## config.mk

```make
export PLATFORM = sky130hd
export DESIGN_NAME = cpc_charge_phase_controller
export DESIGN_NICKNAME = d
export VERILOG_FILES = /design/src/cpc_pkg.sv /design/src/cpc_charge_phase_controller.sv
export SDC_FILE = /design/constraint.sdc
export NUM_CORES = 1
export LEC_CHECK = 0
export BUFFER_PORTS_ARGS = -buffer_cell sky130_fd_sc_hd__buf_4
export CAP_MARGIN = 0
export CORE_ASPECT_RATIO = 0.8
export CORE_MARGIN = 2
export CORE_UTILIZATION = 50
export DETAILED_ROUTE_END_ITERATION = 7
export PLACE_DENSITY = 0.67
export SLEW_MARGIN = 10
export SYNTH_ARGS = -nofsm -noshare
export SYNTH_HDL_FRONTEND = slang
export SYNTH_SLANG_ARGS = --single-unit
```

## constraint.sdc

```tcl
create_clock -name aclk -period 2 [get_ports aclk]
set_input_delay 0.2 -clock aclk [delete_from_list [all_inputs] [get_ports aclk]]
set_output_delay 0.2 -clock aclk [all_outputs]
set_load 0.05 [all_outputs]
```

## src/cpc_pkg.sv

```systemverilog
// Shared constants, register map and carrier types for the charge controller
// Operation
// - Start system after 200us good-input immunity time
// - Input outside window turns input switch off
// - Below precharge threshold, precharge at selected current
// - One hour precharge without progress stops, faults
// - Above precharge threshold, fast charge selected current
// - At charge-full voltage move to constant voltage
// - Termination enabled: 2.5ms qualified delay marks done
// - Timer mode zero cuts current, one keeps tapering
// - Termination disabled never detects or marks done
// - New cycle on recycle, enable, recharge; faults block
// - After done, low battery restarts charging automatically
// - Auto recharge needs termination on, mode zero
// - Battery over-voltage suspends charging, raises fault
// - Input limit and minimum system voltage reduce charge
// - Supplement on 30mV below, off 20mV above
// - No input: discharge mode, battery switch on
// - Die temperature limit reached reduces charge current
// - Die at 150C turns both switches off
// - Cycle start, enable or high-z toggle reset timers
package cpc_pkg;
  // Clock and timing figures
  localparam int unsigned CLK_PERIOD_NS = 10;
  localparam int unsigned IMM_TIME_NS = 200000;
  localparam int unsigned TERM_TIME_NS = 2500000;
  localparam int unsigned TICK_TIME_NS = 1000000;
  localparam int unsigned PRE_TIME_S = 3600;
  localparam int unsigned MS_PER_S = 1000;
  localparam int unsigned IMM_CYCLES_DEF = IMM_TIME_NS / CLK_PERIOD_NS;
  localparam int unsigned TERM_CYCLES_DEF = TERM_TIME_NS / CLK_PERIOD_NS;
  localparam int unsigned TICK_CYCLES_DEF = TICK_TIME_NS / CLK_PERIOD_NS;
  localparam int unsigned PRE_TICKS_DEF = PRE_TIME_S * MS_PER_S;
  // Register byte offsets
  localparam logic [7:0] REG_CTRL = 8'h00;
  localparam logic [7:0] REG_CUR = 8'h04;
  localparam logic [7:0] REG_VOLT = 8'h08;
  localparam logic [7:0] REG_TERM = 8'h0c;
  localparam logic [7:0] REG_THERM = 8'h10;
  localparam logic [7:0] REG_STATUS = 8'h14;
  localparam logic [7:0] REG_FAULT = 8'h18;
  // Field positions
  localparam int CTRL_CHG_EN = 0;
  localparam int CTRL_HIZ = 1;
  localparam int CTRL_FORCE_OFF = 2;
  localparam int TERM_MODE_BIT = 0;
  localparam int TERM_EN_BIT = 6;
  localparam int FLT_SAFETY = 0;
  localparam int FLT_BOVP = 1;
  localparam int FLT_INPUT = 2;
  localparam int FLT_THERM = 3;
  // Reset values
  localparam logic [31:0] CTRL_RST = 32'h0000_0001;
  localparam logic [31:0] CUR_RST = 32'h0000_0108;
  localparam logic [31:0] VOLT_RST = 32'h0000_0080;
  localparam logic [31:0] TERM_RST = 32'h0000_0040;
  localparam logic [31:0] THERM_RST = 32'h0000_0003;
  // AXI responses
  localparam logic [1:0] RESP_OKAY = 2'b00;
  localparam logic [1:0] RESP_SLVERR = 2'b10;
  // Charge phases as reported
  typedef enum logic [2:0] {
    PH_IDLE = 3'b000, PH_PRE = 3'b001, PH_FAST = 3'b010,
    PH_CV = 3'b011, PH_DONE = 3'b100
  } cpc_phase_t;
  // Input qualification states
  typedef enum logic [1:0] {
    IN_OFF = 2'b00, IN_WAIT = 2'b01, IN_ON = 2'b10
  } cpc_in_t;
  // Comparator flags from the analog side
  typedef struct packed {
    logic vin_present;      // Some input voltage seen
    logic vin_good;         // Input inside over/under-voltage window
    logic vbatt_above_pre;  // Battery above precharge threshold
    logic vbatt_at_full;    // Battery at charge-full voltage
    logic vbatt_ovp;        // Battery about 130mV over full voltage
    logic vbatt_below_rech; // Battery below recharge threshold
    logic ichg_at_term;     // Charge current at end_of_charge_current
    logic ibatt_above_hys;  // Current above end-of-charge plus hysteresis
    logic dpm_limit;        // Input current or voltage limit reached
    logic vsys_at_min;      // System voltage at its minimum
    logic vsys_below_30;    // System 30mV below battery
    logic vsys_above_20;    // System 20mV above battery
    logic tj_at_reg;        // Die at regulation limit
    logic tj_shutdown;      // Die at 150C
    logic ntc_fault;        // Thermistor fault
  } cpc_sense_t;
  // Switch and loop controls to the analog side
  typedef struct packed {
    logic input_pass_switch;  // Input pass switch on
    logic battery_switch;     // Battery switch fully on
    logic charge_on;          // Charge current source on
    logic precharge_mode;     // Precharge current in use
    logic cv_mode;            // Constant-voltage loop in use
    logic charge_reduce;      // Lower charge current
    logic supplement_mode;    // Ideal-diode supplement on
    logic [1:0] prechg_sel;   // Precharge current code
    logic [4:0] fast_sel;     // Fast charge current code
    logic [5:0] full_sel;     // Charge-full voltage code
    logic [1:0] die_temp_regulation_limit; // Regulation limit code
  } cpc_drive_t;
endpackage

```

## src/cpc_charge_phase_controller.sv

```systemverilog
// Charge phase controller with AXI4-Lite register slave
`timescale 1ns/1ps
module cpc_charge_phase_controller import cpc_pkg::*; #(
  parameter int unsigned IMM_CYCLES = IMM_CYCLES_DEF,
  parameter int unsigned TERM_CYCLES = TERM_CYCLES_DEF,
  parameter int unsigned TICK_CYCLES = TICK_CYCLES_DEF,
  parameter int unsigned PRE_TICKS = PRE_TICKS_DEF
) (
  input wire logic aclk,
  input wire logic aresetn,
  input wire logic [7:0] s_axi_awaddr,
  input wire logic s_axi_awvalid,
  output logic s_axi_awready,
  input wire logic [31:0] s_axi_wdata,
  input wire logic [3:0] s_axi_wstrb,
  input wire logic s_axi_wvalid,
  output logic s_axi_wready,
  output logic [1:0] s_axi_bresp,
  output logic s_axi_bvalid,
  input wire logic s_axi_bready,
  input wire logic [7:0] s_axi_araddr,
  input wire logic s_axi_arvalid,
  output logic s_axi_arready,
  output logic [31:0] s_axi_rdata,
  output logic [1:0] s_axi_rresp,
  output logic s_axi_rvalid,
  input wire logic s_axi_rready,
  input wire cpc_sense_t sense_pins,
  output cpc_drive_t drive
);
  // Map an address to a register slot, 7 means unmapped
  function automatic logic [2:0] reg_slot(input logic [7:0] a);
    case (a)
      REG_CTRL: reg_slot = 3'h0;
      REG_CUR: reg_slot = 3'h1;
      REG_VOLT: reg_slot = 3'h2;
      REG_TERM: reg_slot = 3'h3;
      REG_THERM: reg_slot = 3'h4;
      REG_STATUS: reg_slot = 3'h5;
      REG_FAULT: reg_slot = 3'h6;
      default: reg_slot = 3'h7;
    endcase
  endfunction

  // Merge write data into a register by byte lanes
  function automatic logic [31:0] merge(input logic [31:0] old,
      input logic [31:0] wd, input logic [3:0] st);
    merge = old;
    for (int i = 0; i < 4; i++) begin
      if (st[i]) begin
        merge[i*8 +: 8] = wd[i*8 +: 8];
      end
    end
  endfunction

  cpc_sense_t sense_m_q; // First synchroniser stage
  cpc_sense_t s_q; // Synchronised comparator flags
  logic [31:0] ctrl_q, cur_q, volt_q, term_q, therm_q; // Config regs
  logic [3:0] fault_q; // Sticky fault flags
  logic [7:0] awaddr_q; // Held write address
  logic aw_full_q; // Write address held
  logic [31:0] wdata_q; // Held write data
  logic [3:0] wstrb_q; // Held write strobes
  logic w_full_q; // Write data held
  logic wr_go; // Write performed this cycle
  logic [2:0] wr_slot; // Target slot of the write
  logic [31:0] fault_clr; // Write-one-to-clear mask for faults
  logic [31:0] status_word; // Live status readback
  cpc_in_t in_q; // Input qualification state
  logic [31:0] imm_cnt_q; // Immunity timer
  logic recycle; // Input just qualified
  cpc_phase_t phase_q; // Charge phase
  logic [31:0] tick_cnt_q; // Millisecond divider
  logic tick; // One-cycle millisecond enable
  logic [31:0] pre_cnt_q; // Precharge timer in ticks
  logic pre_expire; // Precharge time ran out
  logic term_run_q; // Termination delay running
  logic [31:0] term_cnt_q; // Termination delay counter
  logic term_done; // Termination delay qualified
  logic chg_en_prev_q, hiz_prev_q; // Previous control bits
  logic chg_toggle, hiz_toggle, timer_rst; // Timer reset events
  logic en_term, term_mode, chg_en, hiz, force_off; // Config bits
  logic input_on; // Input qualified and in window
  logic allowed; // Charging may proceed
  logic no_block; // No fault blocks a new cycle
  logic rech_evt; // Auto recharge request
  logic start_evt; // New charge cycle begins
  logic supp_q; // Supplement mode state
  logic charging; // Current source demanded

  assign chg_en = ctrl_q[CTRL_CHG_EN];
  assign hiz = ctrl_q[CTRL_HIZ];
  assign force_off = ctrl_q[CTRL_FORCE_OFF];
  assign en_term = term_q[TERM_EN_BIT];
  assign term_mode = term_q[TERM_MODE_BIT];

  // Two-stage synchroniser for the comparator flags
  always_ff @(posedge aclk) begin
    if (!aresetn) begin
      sense_m_q <= '0;
      s_q <= '0;
    end else begin
      sense_m_q <= sense_pins;
      s_q <= sense_m_q;
    end
  end

  // AXI write channel capture, address and data in either order
  assign s_axi_awready = !aw_full_q && !s_axi_bvalid;
  assign s_axi_wready = !w_full_q && !s_axi_bvalid;
  assign wr_go = aw_full_q && w_full_q && !s_axi_bvalid;
  assign wr_slot = reg_slot(awaddr_q);
  always_ff @(posedge aclk) begin
    if (!aresetn) begin
      aw_full_q <= 1'b0;
      w_full_q <= 1'b0;
      awaddr_q <= 8'h00;
      wdata_q <= 32'h0000_0000;
      wstrb_q <= 4'h0;
      s_axi_bvalid <= 1'b0;
      s_axi_bresp <= RESP_OKAY;
    end else begin
      if (s_axi_awvalid && s_axi_awready) begin
        aw_full_q <= 1'b1;
        awaddr_q <= s_axi_awaddr;
      end
      if (s_axi_wvalid && s_axi_wready) begin
        w_full_q <= 1'b1;
        wdata_q <= s_axi_wdata;
        wstrb_q <= s_axi_wstrb;
      end
      if (wr_go) begin
        // Status is read-only; unmapped answers with an error
        aw_full_q <= 1'b0;
        w_full_q <= 1'b0;
        s_axi_bvalid <= 1'b1;
        s_axi_bresp <= (wr_slot > 3'h4 && wr_slot != 3'h6) ?
                       RESP_SLVERR : RESP_OKAY;
      end else if (s_axi_bvalid && s_axi_bready) begin
        s_axi_bvalid <= 1'b0;
      end
    end
  end

  // Configuration registers written by software
  always_ff @(posedge aclk) begin
    if (!aresetn) begin
      ctrl_q <= CTRL_RST;
      cur_q <= CUR_RST;
      volt_q <= VOLT_RST;
      term_q <= TERM_RST;
      therm_q <= THERM_RST;
    end else if (wr_go) begin
      case (wr_slot)
        3'h0: ctrl_q <= merge(ctrl_q, wdata_q, wstrb_q);
        3'h1: cur_q <= merge(cur_q, wdata_q, wstrb_q);
        3'h2: volt_q <= merge(volt_q, wdata_q, wstrb_q);
        3'h3: term_q <= merge(term_q, wdata_q, wstrb_q);
        3'h4: therm_q <= merge(therm_q, wdata_q, wstrb_q);
        default: ;
      endcase
    end
  end

  // Read channel, data registered at address acceptance
  assign s_axi_arready = !s_axi_rvalid;
  assign status_word = {24'h0, supp_q, drive.charge_reduce,
                        (in_q == IN_ON), s_q.vin_good, term_run_q,
                        phase_q};
  always_ff @(posedge aclk) begin
    if (!aresetn) begin
      s_axi_rvalid <= 1'b0;
      s_axi_rdata <= 32'h0000_0000;
      s_axi_rresp <= RESP_OKAY;
    end else if (s_axi_arvalid && s_axi_arready) begin
      s_axi_rvalid <= 1'b1;
      s_axi_rresp <= RESP_OKAY;
      case (reg_slot(s_axi_araddr))
        3'h0: s_axi_rdata <= ctrl_q;
        3'h1: s_axi_rdata <= cur_q;
        3'h2: s_axi_rdata <= volt_q;
        3'h3: s_axi_rdata <= term_q;
        3'h4: s_axi_rdata <= therm_q;
        3'h5: s_axi_rdata <= status_word;
        3'h6: s_axi_rdata <= {28'h0, fault_q};
        default: begin
          s_axi_rdata <= 32'h0000_0000;
          s_axi_rresp <= RESP_SLVERR;
        end
      endcase
    end else if (s_axi_rvalid && s_axi_rready) begin
      s_axi_rvalid <= 1'b0;
    end
  end

  // Input qualification with immunity timer
  always_ff @(posedge aclk) begin
    if (!aresetn) begin
      in_q <= IN_OFF;
      imm_cnt_q <= 32'h0000_0000;
    end else begin
      case (in_q)
        IN_OFF: begin
          imm_cnt_q <= 32'h0000_0000;
          if (s_q.vin_good) begin
            in_q <= IN_WAIT;
          end
        end
        IN_WAIT: begin
          if (!s_q.vin_good) begin
            in_q <= IN_OFF;
          end else if (imm_cnt_q == IMM_CYCLES - 1) begin
            in_q <= IN_ON;
          end else begin
            imm_cnt_q <= imm_cnt_q + 32'h0000_0001;
          end
        end
        IN_ON: begin
          imm_cnt_q <= 32'h0000_0000; // Expiry mark lasts one cycle
          if (!s_q.vin_good) begin
            in_q <= IN_OFF;
          end
        end
        default: in_q <= IN_OFF;
      endcase
    end
  end
  assign recycle = (in_q == IN_ON) && s_q.vin_good &&
                   (imm_cnt_q == IMM_CYCLES - 1);
  assign input_on = (in_q == IN_ON) && s_q.vin_good;

  // Cycle start and timer reset events
  assign chg_toggle = chg_en != chg_en_prev_q;
  assign hiz_toggle = hiz != hiz_prev_q;
  assign allowed = input_on && chg_en && !hiz && !force_off &&
                   !s_q.ntc_fault && !s_q.tj_shutdown;
  assign no_block = !s_q.ntc_fault && !fault_q[FLT_SAFETY] &&
                    !s_q.vbatt_ovp && !force_off;
  assign rech_evt = (phase_q == PH_DONE) && en_term && !term_mode &&
                    s_q.vbatt_below_rech && input_on;
  assign start_evt = allowed && no_block &&
                     ((phase_q == PH_IDLE && (recycle ||
                     (chg_toggle && chg_en))) || rech_evt);
  assign timer_rst = start_evt || chg_toggle || hiz_toggle;
  always_ff @(posedge aclk) begin
    if (!aresetn) begin
      chg_en_prev_q <= 1'b1;
      hiz_prev_q <= 1'b0;
    end else begin
      chg_en_prev_q <= chg_en;
      hiz_prev_q <= hiz;
    end
  end

  // Millisecond enable for the long precharge timer
  assign tick = tick_cnt_q == TICK_CYCLES - 1;
  always_ff @(posedge aclk) begin
    if (!aresetn || tick) begin
      tick_cnt_q <= 32'h0000_0000;
    end else begin
      tick_cnt_q <= tick_cnt_q + 32'h0000_0001;
    end
  end

  // Precharge safety timer, cleared by cycle and toggle events
  assign pre_expire = (phase_q == PH_PRE) && (pre_cnt_q >= PRE_TICKS);
  always_ff @(posedge aclk) begin
    if (!aresetn || timer_rst) begin
      pre_cnt_q <= 32'h0000_0000;
    end else if (phase_q == PH_PRE && tick && pre_cnt_q < PRE_TICKS) begin
      pre_cnt_q <= pre_cnt_q + 32'h0000_0001;
    end
  end

  // Termination delay, restarted when current rises above hysteresis
  assign term_done = term_run_q && (term_cnt_q == TERM_CYCLES - 1);
  always_ff @(posedge aclk) begin
    if (!aresetn || phase_q != PH_CV || !en_term || timer_rst) begin
      term_run_q <= 1'b0;
      term_cnt_q <= 32'h0000_0000;
    end else if (!term_run_q) begin
      term_run_q <= s_q.ichg_at_term;
      term_cnt_q <= 32'h0000_0000;
    end else if (s_q.ibatt_above_hys || term_done) begin
      term_run_q <= 1'b0;
    end else begin
      term_cnt_q <= term_cnt_q + 32'h0000_0001;
    end
  end

  // Charge phase sequencing
  always_ff @(posedge aclk) begin
    if (!aresetn) begin
      phase_q <= PH_IDLE;
    end else if (!allowed || s_q.vbatt_ovp || pre_expire) begin
      phase_q <= PH_IDLE;
    end else if (start_evt) begin
      phase_q <= s_q.vbatt_above_pre ? PH_FAST : PH_PRE;
    end else begin
      case (phase_q)
        PH_PRE: if (s_q.vbatt_above_pre) begin
          phase_q <= PH_FAST;
        end
        PH_FAST: if (s_q.vbatt_at_full) begin
          phase_q <= PH_CV;
        end
        PH_CV: if (term_done && !s_q.ibatt_above_hys) begin
          phase_q <= PH_DONE;
        end
        default: ;
      endcase
    end
  end

  // Sticky faults, a set beats a same-cycle clear
  assign fault_clr = (wr_go && wr_slot == 3'h6) ?
                     (wdata_q & {{8{wstrb_q[3]}}, {8{wstrb_q[2]}},
                     {8{wstrb_q[1]}}, {8{wstrb_q[0]}}}) : 32'h0000_0000;
  always_ff @(posedge aclk) begin
    if (!aresetn) begin
      fault_q <= 4'h0;
    end else begin
      fault_q[FLT_SAFETY] <= pre_expire || (fault_q[FLT_SAFETY] &&
          !fault_clr[FLT_SAFETY] && !recycle && !chg_toggle);
      fault_q[FLT_BOVP] <= (s_q.vbatt_ovp && allowed) ||
          (fault_q[FLT_BOVP] && !fault_clr[FLT_BOVP]);
      fault_q[FLT_INPUT] <= (in_q == IN_ON && !s_q.vin_good) ||
          (fault_q[FLT_INPUT] && !fault_clr[FLT_INPUT]);
      fault_q[FLT_THERM] <= s_q.tj_shutdown ||
          (fault_q[FLT_THERM] && !fault_clr[FLT_THERM]);
    end
  end

  // Supplement mode hysteresis
  always_ff @(posedge aclk) begin
    if (!aresetn) begin
      supp_q <= 1'b0;
    end else if (s_q.vsys_below_30) begin
      supp_q <= 1'b1;
    end else if (s_q.vsys_above_20) begin
      supp_q <= 1'b0;
    end
  end

  // Current source demand, done keeps tapering only in mode one
  assign charging = allowed && !s_q.vbatt_ovp &&
                    (phase_q == PH_PRE || phase_q == PH_FAST ||
                    phase_q == PH_CV ||
                    (phase_q == PH_DONE && term_mode));

  // Registered drive to the analog switches and loops
  always_ff @(posedge aclk) begin
    if (!aresetn) begin
      drive <= '0;
    end else begin
      drive.input_pass_switch <= input_on && !hiz &&
                                 !s_q.tj_shutdown;
      drive.battery_switch <= !s_q.tj_shutdown && !force_off &&
          (!s_q.vin_present || supp_q || charging);
      drive.charge_on <= charging;
      drive.precharge_mode <= phase_q == PH_PRE;
      drive.cv_mode <= phase_q == PH_CV || phase_q == PH_DONE;
      drive.charge_reduce <= (s_q.dpm_limit && s_q.vsys_at_min) ||
                             s_q.tj_at_reg;
      drive.supplement_mode <= supp_q;
      drive.prechg_sel <= cur_q[9:8];
      drive.fast_sel <= cur_q[4:0];
      drive.full_sel <= volt_q[7:2];
      drive.die_temp_regulation_limit <= therm_q[1:0];
    end
  end
endmodule // cpc_charge_phase_controller

```

==> impl_metrics.csv <==
group,metric,value,unit
placed_design,place.gp.congestion,0.855,
clocking,worstSkewPairLatency,570,ps
timing,worst_pin_slew,690,ps
clocking,cts_tree,"built",
timing,rsz0062_at_grt,"yes",
critical_path,cp.depth,6,
yosys,synth-adder-area-share,0.411,%
yosys,yosysUniqueCellTypes,68,
critical_path,critical_path_class,"register to register",
critical_path,crit_top_cell,"or4_4",
route,drt-pass1-iter-count,5,
cells_and_area,final_nets,2419,
critical_path,worstPathCellList,"or4_4 -> nor2_4 -> nand2_4 -> buf_16 -> or4_4 -> a211oi_2",
cells_and_area,drive_gt1_share,26.0,%
cells_and_area,area_growth_syn_to_layout,33.7,%
yosys,syn_area,0.0183,mm2
worst_hold_path,worstHoldPathCells,2,
yosys,syn_avg_cell_area,9.08,um2
route,first_iter_violations,1433,
clocking,numCtsBuffers,45,
critical_path,cp_slowest_cell,"or4_4",
clocking,cts.sinks,435,
yosys,yosys.area_share.simple,23.9,%
power,irDropWorstVdd,571,uV
power,p_int,14.5,mW
yosys,synthCells,2012,
critical_path,critPathMaxStageDelay,560,ps
timing,min_period,2160,ps
die,die_h,175,um
placed_design,placed_area,0.0211,mm2
clocking,cts_max_level,2,
yosys,synth_top_cells_by_area,"dfxtp_1, mux2i_1, nor2_1, nand2_1, a21oi_1",
global_route,grt_overflow,0,
critical_path,arrival,2640,ps
cells_and_area,design_area,0.0244,mm2
yosys,synth_area_leader_cell,"dfxtp_1",
die,die_w,218,um
die,boundaryPins,137,
timing,max_freq,463,MHz
route,antenna_left,0,
clocking,clk_path_buf_depth,3,
timing,fin_ws,-158,ps
yosys,synthFlopType,"dfxtp_1",
yosys,synth_top_family_by_area,"simple AND/OR/NAND/NOR gates",
die,floorplan.initialDensity,50.9,%
cells_and_area,postLayoutCoreUtil,68.0,%
die,core_area,0.0359,mm2
critical_path,critical_path.top_delay_family,"simple AND/OR/NAND/NOR gates",
critical_path,path_buf_inv,1,
route,vias_per_cell,5.69,
worst_hold_path,hold_path_class,"input pin to register",
critical_path,critPathLaunchType,"register",
power,sequentialPowerShare,47.4,%
outcome,violations,"setup timing",
placed_design,port_buffers,134,
route,vias,16200,
power,fin_total_pwr,18.8,mW
power,swShare,23.0,%
power,clkPwrFrac,46.8,%
critical_path,end_kind,"register",
power,p_leak,9.63,nW
global_route,grtUsageTotal,26.1,%
critical_path,r2r_cells,6,
route,drc_errors,0,
yosys,synth.top_cell.area_share,47.7,%
timing,fin_crit_sh,108,%
yosys,ys_ff_latch,435,
clocking,clk_pin_slew_worst_paths,60,ps
yosys,muxShareOfSynthArea,9.71,%
route,wl_per_cell,18.1,um
global_route,antenna_found_initial,0,
die,die_area,0.0381,mm2
yosys,synthArstFlopShare,0,%
critical_path,cp_max_fo,6,
clocking,root_buffer,"clkbuf_16",
run,maxCapViolCount,0,
cells_and_area,insertedDiodeCount,0,
route,routed_wirelength,51.6,mm
yosys,ys_seq_area_share,47.7,%
power,powerDensity,771,mW/mm2
die,rows,62,
yosys,synth-edff-count,0,
global_route,grt_pass1_vias,15600,
yosys,synth_xor_xnor_area_share,3.26,%
timing,fin_worst_skew,12.1,ps
global_route,grt_max_degree,153,
placed_design,dp_slack,-170,ps
power,power_switching,4.34,mW
outcome,outcome,"finished with violations",
timing,setup_violations,104,
yosys,synth_compound_area_share,11.7,%
timing,slew_headroom,54.0,%
yosys,synth_warnings,0,
critical_path,required,2480,ps
timing,hold_viol_final,0,
placed_design,dp_hpwl,32.8,mm
timing,finalMaxSlewViolations,0,
global_route,grt_pass1_wl,81.4,mm
power,p_comb_share,5.8,%
==> layout make-up <==
class	instances	area (um2)
Clock inverter	20	225
Sequential cell	435	8730
Fill cell	2772	11500
Tap cell	480	601
Clock buffer	64	1350
Inverter	27	106
Multi-Input combinational cell	1423	9680
Timing Repair Buffer	407	3720
==> what timing repair did <==
action	4_1_cts	5_1_grt
cloned	5	4
endpoints found under the setup margin	208	212
hold buffers	62	0
buffers inserted	7	15
hold endpoints to repair	61	0
resized for setup	77	97
pin swaps	21	46
==> cells by family (layout without fill, tap and decap cells) <==
kind of cell	count (synthesis)	after routing
multiplexers	174	174
buffers and inverters	155	518
XOR/XNOR	68	68
adder cells (fa/ha/maj)	6	6
AO/OA/AOI/OAI	332	332
other	1	2
flip-flops	435	435
AND/OR/NAND/NOR	841	841
==> power groups by stage <==
| stage | clock network [mW] | registers (mW) | logic [mW] |
|---|---|---|---|
| floorplan | 0 | 9.10 | 0.501 |
| global placement | 0 | 9.11 | 0.912 |
| detailed placement | 0 | 9.11 | 0.926 |
| CTS | 8.94 | 8.92 | 1.05 |
| global route | 9.28 | 8.94 | 1.17 |
| finish | 8.81 | 8.93 | 1.09 |
==> synthesized netlist by cell type, drive strengths merged, types with 21 or more instances <==
master	number
nor4	41
nand4	42
nand3	95
nor2	224
a21oi	138
nand2	208
o31ai	27
clkbuf	113
mux2	25
a211oi	28
and3	21
and2	62
a22oi	48
or4	33
inv	27
a21o	25
dfxtp	435
or3	23
xnor2	33
mux2i	149
xor2	35
o21ai	27
==> stage by stage <==
step / std cells / hold WS [ps] / TNS, ps
CTS: 2839 / 14.0 / -6510
global placement: 2681 / 387 / -8330
floorplan: 2013 / 300 / -189
detailed placement: 2681 / 392 / -13890
finish: 2856 / 27.6 / -7290
global route: 2856 / 47.2 / -16570
==> worst register-to-register path: stages, from the launching register on <==
cell	delay, ps
dfxtp_2	320
or4_4	560
nor2_4	160
nand2_4	150
buf_16	180
or4_4	490
a211oi_2	220
==> sequential cells by signal (all words and copies together), names as in the netlist, 22 cells and up <==
register     cells
ctrl_q          32
cur_q           32
drive           22
imm_cnt_q       32
pre_cnt_q       32
s_axi_rdata     32
term_cnt_q      32
term_q          32
therm_q         32
tick_cnt_q      32
volt_q          32
wdata_q         32
==> worst paths after layout <==
path	to	start	slack, ps
hold / removal	sense_m_q[6]	aresetn	30
setup reg to reg	pre_cnt_q[5]	tick_cnt_q[23]	-160
hold reg to reg	drive[20]	s_q[14]	430
setup / recovery	pre_cnt_q[5]	tick_cnt_q[23]	-160
==> cell usage in the layout, fill, tap and decap left out, types with 26 or more instances in the layout <==
cell           synthesis  layout
dfxtp_1              435     416
buf_4                  2     295
nor2_1               223     222
nand2_1              208     201
mux2i_1              149     140
a21oi_1              138     132
nand3_1               91      88
and2_1                62      62
dlygate4sd3_1          0      62
clkbuf_16              0      51
a22oi_1               48      48
nand4_1               37      37
xor2_1                35      35
xnor2_1               33      33
or4_4                  1      27
o21ai_0               27      27
inv_1                 26      26
==> per-layer routing <==
metal,GRT usage [%],part of all wire [%],up-vias
li1,-,-,7790
met1,37.5,47,7895
met2,40.8,45,467
met3,3.71,5.5,89
met4,7.71,2.4,0
met5,0,0,-
Note: power is estimated with default switching activity, not from simulation.
